<file path="src/design/emipc_pkg.sv">
/*
 * Package of the external memory event, reset-entry and bus-parking block:
 * register offsets, field positions, reset values, park states and the
 * packed carriers shared by the top module and its testbench.
 * Assumes a single 50 MHz memory interface clock.
 */
package emipc_pkg;

	// ----------------------------------------------------------------
	// Register offsets (byte addresses)
	// ----------------------------------------------------------------
	localparam logic [7:0] OFS_WAIT_CFG  = 8'h04;
	localparam logic [7:0] OFS_ASYNC_CFG = 8'h10;
	localparam logic [7:0] OFS_RAW       = 8'h40;
	localparam logic [7:0] OFS_MASKED    = 8'h44;
	localparam logic [7:0] OFS_EN_SET    = 8'h48;
	localparam logic [7:0] OFS_EN_CLR    = 8'h4C;

	// ----------------------------------------------------------------
	// Field positions
	// ----------------------------------------------------------------
	localparam int EVT_W       = 2;
	localparam int BIT_WRISE   = 0;
	localparam int BIT_TIMEOUT = 1;
	localparam int MAX_EXTEND_WAIT_COUNT_LSB    = 0;
	localparam int MAX_EXTEND_WAIT_COUNT_W      = 8;
	localparam int WPOL_BIT    = 28;
	localparam int ASYNC_BUS_WIDTH_LSB   = 0;
	localparam int ASYNC_BUS_WIDTH_W     = 2;
	localparam int DATA_W      = 32;
	localparam int HALF_W      = 16;

	// ----------------------------------------------------------------
	// Reset values and encodings
	// ----------------------------------------------------------------
	localparam logic [MAX_EXTEND_WAIT_COUNT_W-1:0]  RST_MAX_EXTEND_WAIT_COUNT  = 8'h80;
	localparam logic               RST_WPOL  = 1'b1;
	localparam logic [ASYNC_BUS_WIDTH_W-1:0] RST_ASYNC_BUS_WIDTH = 2'h0;
	localparam logic [ASYNC_BUS_WIDTH_W-1:0] ASYNC_BUS_WIDTH_8   = 2'h0;
	localparam logic [ASYNC_BUS_WIDTH_W-1:0] ASYNC_BUS_WIDTH_16  = 2'h1;

	// ----------------------------------------------------------------
	// Types
	// ----------------------------------------------------------------
	typedef enum logic [1:0] {
		PARK_DRIVE = 2'b00,
		PARK_READ  = 2'b01,
		PARK_FLOAT = 2'b10
	} emipc_park_type;

	// One register access request, sampled on a single clock edge
	typedef struct packed {
		logic [7:0]        addr;
		logic              we;
		logic              re;
		logic [DATA_W-1:0] wdata;
	} emipc_reg_req_type;

endpackage

</file>
<file path="src/design/emipc_top.sv">
/*
 * Event latching, reset entry and data bus parking of the external memory
 * interface. Registers are reached through a simple word-wide register port.
 * Assumes the access sequencers supply the read, write and strobe-extension
 * strobes on the same clock, and that read data on the bus are valid at
 * the edge that carries the last-read strobe.
 */
// Function
// - When idle, keep driving the data bus with the last written value.
// - Release the bus during reads; park again right after the last read word.
// - Async read finishing in self-refresh leaves the bus tri-stated.
// - Pin reset, watchdog timeout or debugger reset return everything to reset.
// - Pin or watchdog reset ends at clock-controller release; debugger reset ends directly.
// - On leaving reset, SDRAM initialization starts without software.
// - Two events only, wait rising edge and async timeout, one interrupt.
// - Wait rise detection ignores the programmed wait polarity.
// - Timeout fires when wait stays active beyond the maximum extension count.
// - Writing 1 in enable-set enables the event; 0 does nothing.
// - Writing 1 in enable-clear disables the event; 0 does nothing.
// - Both enable registers read back the current enable state.
// - Raw status bit sets on its event whether enabled or not.
// - Masked status bit sets only for an event that is enabled.
// - Writing 1 to raw status clears raw and matching masked bit.
// - Interrupt is ORed with another controller's request onto the CPU input.
// - In host non-multiplexed mode upper data lines are host inputs, not driven.
// - On counter expiry the access proceeds to hold, which is the timeout.
`timescale 1ns/1ps
`default_nettype none

module emipc_top (
	// Clock and reset sources
	input  wire logic                         CLK_I,
	input  wire logic                         RST_I,
	input  wire logic                         WDOG_RST_I,
	input  wire logic                         DBG_RST_I,
	input  wire logic                         CLKCTL_RELEASE_I,
	// Register port
	input  wire emipc_pkg::emipc_reg_req_type REG_REQ_I,
	output logic [emipc_pkg::DATA_W-1:0]      REG_RDATA_O,
	output logic                              REG_RVALID_O,
	// Sequencer strobes
	input  wire logic                         WR_STROBE_I,
	input  wire logic [emipc_pkg::DATA_W-1:0] WR_DATA_I,
	input  wire logic                         RD_CMD_I,
	input  wire logic                         RD_LAST_I,
	input  wire logic                         RD_ASYNC_I,
	input  wire logic                         SELF_REFRESH_I,
	input  wire logic                         STROBE_EXT_I,
	// Memory pins
	input  wire logic                         EXT_WAIT_PIN_I,
	input  wire logic [emipc_pkg::DATA_W-1:0] MEMORY_DATA_BUS_I,
	output logic [emipc_pkg::DATA_W-1:0]      MEMORY_DATA_BUS_O,
	output logic [emipc_pkg::DATA_W-1:0]      MEMORY_DATA_BUS_OE_O,
	// Host port sharing
	input  wire logic                         HOST_NONMUX_SELECT_I,
	output logic [emipc_pkg::ASYNC_BUS_WIDTH_W-1:0]     ASYNC_BUS_WIDTH_O,
	// Status toward sequencers and CPU
	input  wire logic                         DMA_NMI_I,
	output logic [emipc_pkg::DATA_W-1:0]      RD_DATA_O,
	output logic                              WAIT_ACTIVE_O,
	output logic                              HOLD_GO_O,
	output logic                              SDRAM_INIT_START_O,
	output logic                              IRQ_O,
	output logic                              CPU_NONMASKABLE_INPUT_O
);

	import emipc_pkg::*;

	typedef struct packed {
		logic                 hold;
		logic                 in_reset;
		logic                 init_start;
		logic [MAX_EXTEND_WAIT_COUNT_W-1:0]    max_extend_wait_count;
		logic                 wpol;
		logic [ASYNC_BUS_WIDTH_W-1:0]   async_bus_width;
		logic [ASYNC_BUS_WIDTH_W-1:0]   width;
		logic [EVT_W-1:0]     raw;
		logic [EVT_W-1:0]     masked;
		logic [EVT_W-1:0]     en;
		logic                 wait_q;
		logic [MAX_EXTEND_WAIT_COUNT_W-1:0]    ext_cnt;
		logic                 expired;
		logic                 hold_go;
		logic                 wait_act;
		emipc_park_type       park;
		logic [DATA_W-1:0]    park_data;
		logic [DATA_W-1:0]    oe;
		logic [DATA_W-1:0]    rd_data;
		logic [DATA_W-1:0]    rdata;
		logic                 rvalid;
		logic                 irq;
		logic                 nmi;
	} emipc_state_type;

	// Pin reset and reset entry both land here; hold waits for the release
	localparam emipc_state_type ST_RST = '{
		hold: 1'b1, in_reset: 1'b1, max_extend_wait_count: RST_MAX_EXTEND_WAIT_COUNT, wpol: RST_WPOL,
		async_bus_width: RST_ASYNC_BUS_WIDTH, width: RST_ASYNC_BUS_WIDTH, park: PARK_DRIVE, default: '0};

	emipc_state_type st_ff;
	emipc_state_type nxt_st;

	logic             wait_sync;
	logic             rst_src;
	logic             rst_int;
	logic             reg_wr;
	logic [EVT_W-1:0] evt;
	logic [EVT_W-1:0] clr;
	logic             wait_active;
	logic             drive;

	// ----------------------------------------------------------------
	// Reset sources
	// ----------------------------------------------------------------
	// Any source, or a pending release, keeps all block state at reset
	assign rst_src = RST_I | WDOG_RST_I | DBG_RST_I;
	assign rst_int = rst_src | st_ff.hold;

	// Wait pin synchroniser; edge detection only sees its filtered level
	emipc_sync3 u_wait_sync (
		.clk_i   (CLK_I),
		.rst_i   (rst_int),
		.async_i (EXT_WAIT_PIN_I),
		.level_o (wait_sync)
	);

	// ----------------------------------------------------------------
	// Next state
	// ----------------------------------------------------------------
	always_comb begin
		nxt_st            = st_ff;
		nxt_st.rvalid     = 1'b0;
		nxt_st.init_start = 1'b0;
		nxt_st.hold_go    = 1'b0;
		evt               = '0;
		clr               = '0;
		reg_wr            = REG_REQ_I.we;
		wait_active       = st_ff.wpol ? wait_sync : ~wait_sync;
		drive             = 1'b0;
		if (rst_int) begin
			// Debugger reset ends on its own; watchdog waits like the pin
			nxt_st      = ST_RST;
			nxt_st.hold = WDOG_RST_I | (st_ff.hold & ~CLKCTL_RELEASE_I);
		end else begin
			// First cycle out of reset kicks off SDRAM initialization
			nxt_st.in_reset   = 1'b0;
			nxt_st.init_start = st_ff.in_reset;

			// Configuration writes
			if (reg_wr && REG_REQ_I.addr == OFS_WAIT_CFG) begin
				nxt_st.max_extend_wait_count = REG_REQ_I.wdata[MAX_EXTEND_WAIT_COUNT_LSB +: MAX_EXTEND_WAIT_COUNT_W];
				nxt_st.wpol = REG_REQ_I.wdata[WPOL_BIT];
			end
			if (reg_wr && REG_REQ_I.addr == OFS_ASYNC_CFG) begin
				nxt_st.async_bus_width = REG_REQ_I.wdata[ASYNC_BUS_WIDTH_LSB +: ASYNC_BUS_WIDTH_W];
			end
			if (reg_wr && REG_REQ_I.addr == OFS_EN_SET) begin
				nxt_st.en = st_ff.en | REG_REQ_I.wdata[EVT_W-1:0];
			end
			if (reg_wr && REG_REQ_I.addr == OFS_EN_CLR) begin
				nxt_st.en = st_ff.en & ~REG_REQ_I.wdata[EVT_W-1:0];
			end
			if (reg_wr && REG_REQ_I.addr == OFS_RAW) begin
				clr = REG_REQ_I.wdata[EVT_W-1:0];
			end

			// Rising edge of the filtered wait level, polarity not involved
			nxt_st.wait_q    = wait_sync;
			evt[BIT_WRISE]   = wait_sync & ~st_ff.wait_q;
			nxt_st.wait_act  = wait_active;

			// Extension counter: runs while wait holds the strobe open
			if (!STROBE_EXT_I) begin
				nxt_st.ext_cnt = '0;
				nxt_st.expired = 1'b0;
			end else if (wait_active && !st_ff.expired) begin
				if (st_ff.ext_cnt == st_ff.max_extend_wait_count) begin
					evt[BIT_TIMEOUT] = 1'b1;
					nxt_st.expired   = 1'b1;
					nxt_st.hold_go   = 1'b1;
				end else begin
					nxt_st.ext_cnt = st_ff.ext_cnt + 8'h01;
				end
			end

			// Status bits: a new event beats a clear in the same cycle
			nxt_st.raw    = (st_ff.raw & ~clr) | evt;
			nxt_st.masked = (st_ff.masked & ~clr) | (evt & st_ff.en);
			nxt_st.irq    = |nxt_st.masked;
			nxt_st.nmi    = (|nxt_st.masked) | DMA_NMI_I;

			// Width limited to 16 bits while the upper lines belong to the host
			if (HOST_NONMUX_SELECT_I && st_ff.async_bus_width != ASYNC_BUS_WIDTH_8) begin
				nxt_st.width = ASYNC_BUS_WIDTH_16;
			end else begin
				nxt_st.width = st_ff.async_bus_width;
			end

			// Register reads: answered one cycle later, unmapped reads zero
			if (REG_REQ_I.re) begin
				nxt_st.rvalid = 1'b1;
				nxt_st.rdata  = '0;
				case (REG_REQ_I.addr)
					OFS_WAIT_CFG: begin
						nxt_st.rdata[MAX_EXTEND_WAIT_COUNT_LSB +: MAX_EXTEND_WAIT_COUNT_W] = st_ff.max_extend_wait_count;
						nxt_st.rdata[WPOL_BIT]           = st_ff.wpol;
					end
					OFS_ASYNC_CFG: begin
						nxt_st.rdata[ASYNC_BUS_WIDTH_LSB +: ASYNC_BUS_WIDTH_W] = st_ff.async_bus_width;
					end
					OFS_RAW: begin
						nxt_st.rdata[EVT_W-1:0] = st_ff.raw;
					end
					OFS_MASKED: begin
						nxt_st.rdata[EVT_W-1:0] = st_ff.masked;
					end
					OFS_EN_SET, OFS_EN_CLR: begin
						nxt_st.rdata[EVT_W-1:0] = st_ff.en;
					end
					default: begin
						nxt_st.rdata = '0;
					end
				endcase
			end

			// Parking: the last write value is what the bus rests on
			if (WR_STROBE_I) begin
				nxt_st.park_data = WR_DATA_I;
			end
			case (st_ff.park)
				PARK_DRIVE, PARK_FLOAT: begin
					if (RD_CMD_I) begin
						nxt_st.park = PARK_READ;
					end else if (WR_STROBE_I) begin
						nxt_st.park = PARK_DRIVE;
					end
				end
				PARK_READ: begin
					if (RD_LAST_I) begin
						nxt_st.rd_data = MEMORY_DATA_BUS_I;
						// Floating inputs are the price of reading in self-refresh
						if (RD_ASYNC_I && SELF_REFRESH_I) begin
							nxt_st.park = PARK_FLOAT;
						end else begin
							nxt_st.park = PARK_DRIVE;
						end
					end
				end
				default: begin
					nxt_st.park = PARK_DRIVE;
				end
			endcase
			drive     = (nxt_st.park == PARK_DRIVE);
			// Upper half stays released in host mode so the host's address drive never fights us
			nxt_st.oe = {{HALF_W{drive & ~HOST_NONMUX_SELECT_I}}, {HALF_W{drive}}};
		end
	end

	// Registers
	always_ff @(posedge CLK_I) begin
		if (RST_I) begin
			st_ff <= ST_RST;
		end else begin
			st_ff <= nxt_st;
		end
	end

	// ----------------------------------------------------------------
	// Outputs, all straight from the state register
	// ----------------------------------------------------------------
	assign REG_RDATA_O             = st_ff.rdata;
	assign REG_RVALID_O            = st_ff.rvalid;
	assign MEMORY_DATA_BUS_O       = st_ff.park_data;
	assign MEMORY_DATA_BUS_OE_O    = st_ff.oe;
	assign ASYNC_BUS_WIDTH_O       = st_ff.width;
	assign RD_DATA_O               = st_ff.rd_data;
	assign WAIT_ACTIVE_O           = st_ff.wait_act;
	assign HOLD_GO_O               = st_ff.hold_go;
	assign SDRAM_INIT_START_O      = st_ff.init_start;
	assign IRQ_O                   = st_ff.irq;
	assign CPU_NONMASKABLE_INPUT_O = st_ff.nmi;
endmodule // emipc_top

`default_nettype wire

</file>
<file path="src/design/emipc_sync3.sv">
/*
 * Three-flop level synchroniser with agreement filter.
 * Assumes the input may change at any time relative to clk_i.
 */
`timescale 1ns/1ps
`default_nettype none

module emipc_sync3 (
	// Clock and reset
	input  wire logic clk_i,
	input  wire logic rst_i,
	// Level in and out
	input  wire logic async_i,
	output logic      level_o
);

	typedef struct packed {
		logic s1;
		logic s2;
		logic s3;
		logic level;
	} emipc_sync_type;

	emipc_sync_type st_ff;
	emipc_sync_type nxt_st;

	// ----------------------------------------------------------------
	// Next state: s1 is read only by s2, output moves when s2 and s3 agree
	// ----------------------------------------------------------------
	always_comb begin
		nxt_st       = st_ff;
		nxt_st.s1    = async_i;
		nxt_st.s2    = st_ff.s1;
		nxt_st.s3    = st_ff.s2;
		if (st_ff.s2 == st_ff.s3) begin
			nxt_st.level = st_ff.s3;
		end
	end

	// Registers
	always_ff @(posedge clk_i) begin
		if (rst_i) begin
			st_ff <= '0;
		end else begin
			st_ff <= nxt_st;
		end
	end

	assign level_o = st_ff.level;

endmodule // emipc_sync3

`default_nettype wire

</file>
<file path="config.mk">
export PLATFORM = sky130hd
export DESIGN_NAME = emipc_top
export DESIGN_NICKNAME = d
export VERILOG_FILES = /design/src/design/emipc_pkg.sv /design/src/design/emipc_top.sv /design/src/design/emipc_sync3.sv
export SDC_FILE = /design/constraint.sdc
export NUM_CORES = 1
export LEC_CHECK = 0
export BUFFER_PORTS_ARGS = -buffer_cell sky130_fd_sc_hd__buf_4
export CAP_MARGIN = 10
export CORE_UTILIZATION = 50
export CTS_CLUSTER_DIAMETER = 150
export CTS_CLUSTER_SIZE = 8
export DETAILED_ROUTE_END_ITERATION = 8
export PLACE_DENSITY = 0.92
export SLEW_MARGIN = 20
export SYNTH_ARGS = -nofsm -noshare
export SYNTH_HDL_FRONTEND = slang
export SYNTH_HIERARCHICAL = 1
export SYNTH_SLANG_ARGS = --single-unit
</file>
<file path="constraint.sdc">
create_clock -name CLK_I -period 4.5 [get_ports CLK_I]
set_input_delay 0.9 -clock CLK_I [delete_from_list [all_inputs] [get_ports CLK_I]]
set_output_delay 0.9 -clock CLK_I [all_outputs]
set_load 0.01 [all_outputs]
</file>
==> impl_results.md <==
- Status: complete, no violations
- Largest net degree at the start of global routing: 63
- Core Footprint: between 10,000 and 15,000 um2
- Post-synthesis cell area: about 5400 um2
- Reg2reg path depth: 5
- Switching share of power: just over 20%
- CTS sink count: about 120
- RR Startpoint: st_ff[166]
- Full die area: between 10,000 and 15,000 um2
- Max VDD drop: a little under 200 uV
- Slew headroom: a little over 30%
- N_diodes: 0
- Comb power frac: 5.0%
- Worst Path Arrival: 2.62 ns
- Post-CTS setup buffers: 0
- EDFF count, synth: 0
- Final Non-Filler Cells: roughly 860
- Max-slew violation total from the final report: 0
- Die Ht: ~110 um
- H-tree depth: 4
- Asr flop ratio synth: 0%
- Flop pwr share: around 44%
- Clk pwr share: around half
- Global Route Usage Sum: between 20% and 30%
- Worst slack, placed: between 1.5 and 2 ns
- Final ANT Viol Nets: 0
- RSZ-0062 raised after global routing: false
- Vias in the first global route: around 3,800
- Post-DP HPWL: between 8 and 9 mm
- PostCTS Resize Cnt: 0
- Count leader, synth: buf_4
- 1st-iter DRT viols: approximately 200
- Pint: around 1900 uW
- Type of the worst min-delay path: register to register
- Max Cap Violations: 0
- DR WL/cell: 13.33 um
- Kind of critical path: input port to register
- # port buffers: about 210
- Drc violations: 0
- Max Fanout on Critical Path: between 60 and 70
- Worst Tran Pin Value: around 1.0 ns
- IO Pins: around 260
- FMAX: around 440 MHz
- Final Hold Vio Count: 0
- Synth Flop Type: dfxtp_1
- CTS tree: yes
- Drt first pass iters: 4
- Row cnt: 37
- Final period util: 50.18%
- Critical path endpoint: MEMORY_DATA_BUS_O[11]
- Avg Cell Area, Syn: approximately 8.7 um2
- Clk slew on worst S/H paths: ~0.05 ns
- Clk_skew: approximately 0.0077 ns
- Syn Inst Count: 618
- Grt ovf: 0
- Global-route wire length before repair: between 15 and 20 mm
- Via/cell ratio: approximately 4.8
- Post-synth top cells: 130 x buf_4, 118 x dfxtp_1, 92 x nand2_1
- Via count: about 4,100
- Max stage delay on crit path: around 0.75 ns
- Synth warnings: 6
- Setup TNS: 0 ns
- Largest area contributor in the netlist: dfxtp_1
- Share of the synthesized area in the top cell type: ~44%
- Pwr Density: roughly 360 nW/um2
- CP Data Required Time: between 4 and 5 ns
- Critical Path, Cell by Cell: buf_4 -> nor4_2 -> buf_4 -> inv_2 -> buf_4 -> nor2_1
- Flops & latches, synth: roughly 120
- Number of hold buffers added after cts: 0
- Inst Count DP: ~830
- Num CTS Buffers: 17
- Critical Path Most Common Cell: buf_4
- Worst-skew pair later-pin latency: around 0.50 ns
- Nets: 836
- Final setup margin: 2.242 ns
- Area growth syn-to-layout: 24.73%
- Final min period: about 2.3 ns
- Routability Congestion: roughly 0.84
- Unique masters post-synth: 42
- # setup viols final: 0
- Longest Clk Path Bufs: 2
- Top post-synthesis cells by area: dfxtp_1 44%, buf_4 18%, mux2i_1 7.1%
- Starting density of the core: 51.63%
- Critical path's slowest cell: inv_2
- Seq/Total Area, Yosys: between 40% and 50%
- CP Launch Type: input port
- Reg2Reg Capture Point: MEMORY_DATA_BUS_O[11]
- Die width: between 100 and 150 um
- Lkg Pwr: about 0.0029 uW
- Net Switching: ~500 uW
- Share of cells above drive strength 1: between 30% and 40%
- Routed wire length: 11.52 mm
- Antenna violations before repair: 0
- Register-to-register setup slack: about 2.4 ns
- Crit. End Element: register
- Clk root buf: clkbuf_8
- Crit path from: RST_I
[state kept, by name, summed over array words and instances (netlist names), 2 cells and up, named ones only]
name	count
ASYNC_BUS_WIDTH_O	2
REG_RDATA_O	9
MEMORY_DATA_BUS_OE_O	2
RD_DATA_O	32
MEMORY_DATA_BUS_O	32
u_wait_sync/nxt_st	2
st_ff	29
[cells in the final DEF, fill, tap and decap left out, types with 2 or more instances in the layout]
master | Yosys | layout
clkinv_2 | 0 | 2
a22oi_1 | 3 | 3
and2_1 | 6 | 6
conb_1 | 1 | 23
a22o_1 | 2 | 2
o21ai_0 | 8 | 8
nand2_1 | 92 | 92
a21oi_2 | 3 | 3
a31oi_1 | 3 | 3
inv_1 | 9 | 8
or4_1 | 2 | 2
or3_1 | 3 | 3
mux2i_1 | 38 | 38
clkinvlp_4 | 0 | 4
nor2b_1 | 14 | 14
clkbuf_16 | 0 | 16
dfxtp_1 | 118 | 118
nand3_1 | 9 | 9
o21ai_1 | 2 | 2
clkbuf_8 | 0 | 5
xor2_1 | 3 | 3
a21oi_1 | 54 | 54
clkbuf_1 | 22 | 4
and3_1 | 2 | 2
nand4_1 | 5 | 5
xnor2_1 | 8 | 8
o31ai_1 | 2 | 2
buf_4 | 130 | 212
nor2_1 | 59 | 58
[logic make-up after synthesis]
group | count (synthesis) | synth area share, %
adder cells (fa/ha/maj) | 1 | 0.2337
AO/OA/AOI/OAI | 81 | 8.484
multiplexers | 38 | 7.104
AND/OR/NAND/NOR | 203 | 17.22
buffers and inverters | 165 | 20.96
flip-flops | 118 | 44.12
other | 1 | 0.07004
XOR/XNOR | 11 | 1.800
[metrics by stage]
| stage | hold slack, ns | instance area (um2) | power, uW | utilization [%] |
|---|---|---|---|---|
| finish | 0.4328 | 6678 | 2405 | 64.39 |
| global route | 0.4518 | 6678 | 2493 | 64.39 |
| CTS | 0.4356 | 6673 | 2430 | 64.35 |
| detailed placement | 0.4223 | 6118 | 1191 | 59.00 |
| global placement | 0.4149 | 6118 | 1189 | 59.00 |
| floorplan | 0.4057 | 5436 | 1132 | - |
[layout make-up]
class,count,area (um2)
Multi-Input combinational cell,357,1966
Tap cell,136,170.2
Inverter,9,33.78
Timing Repair Buffer,212,1592
Clock buffer,25,484.2
Clock inverter,7,70.07
Sequential cell,118,2362
Fill cell,850,3692
[how the worst min path moves through the flow]
stage                                     start                     to  depth (start not counted)
final                     u_wait_sync/nxt_st[2]  u_wait_sync/nxt_st[1]                          1
after CTS                 u_wait_sync/nxt_st[2]  u_wait_sync/nxt_st[1]                          1
after global placement               st_ff[165]     SDRAM_INIT_START_O                          1
after global routing      u_wait_sync/nxt_st[2]  u_wait_sync/nxt_st[1]                          1
after detailed placement  u_wait_sync/nxt_st[2]  u_wait_sync/nxt_st[1]                          1
after floorplan                      st_ff[165]     SDRAM_INIT_START_O                          1
[power by group through the flow]
stage	Clock, uW	Sequential [uW]	Combinational, uW
3_3_place_gp	0	1070	118
2_1_floorplan	0	1070	61.2
4_1_cts	1260	1050	120
5_1_grt	1310	1050	130
6_report	1240	1050	120
3_5_place_dp	0	1070	120
[worst max-delay path, delay by kind of cell]
| family | cells | cell delay (ns) |
|---|---|---|
| buf+inv | 4 | 1.53 |
| simple gates | 2 | 0.15 |
[metal layers]
metal  track usage, %  vias to the layer above  routed length, um
met5                0                        -                  0
met2            35.39                      175               5760
met4            9.658                        0                278
met3            5.009                       20                706
met1            24.14                     1882               4771
li1                 -                     2057                  -
(Power assumes the default switching activity.)
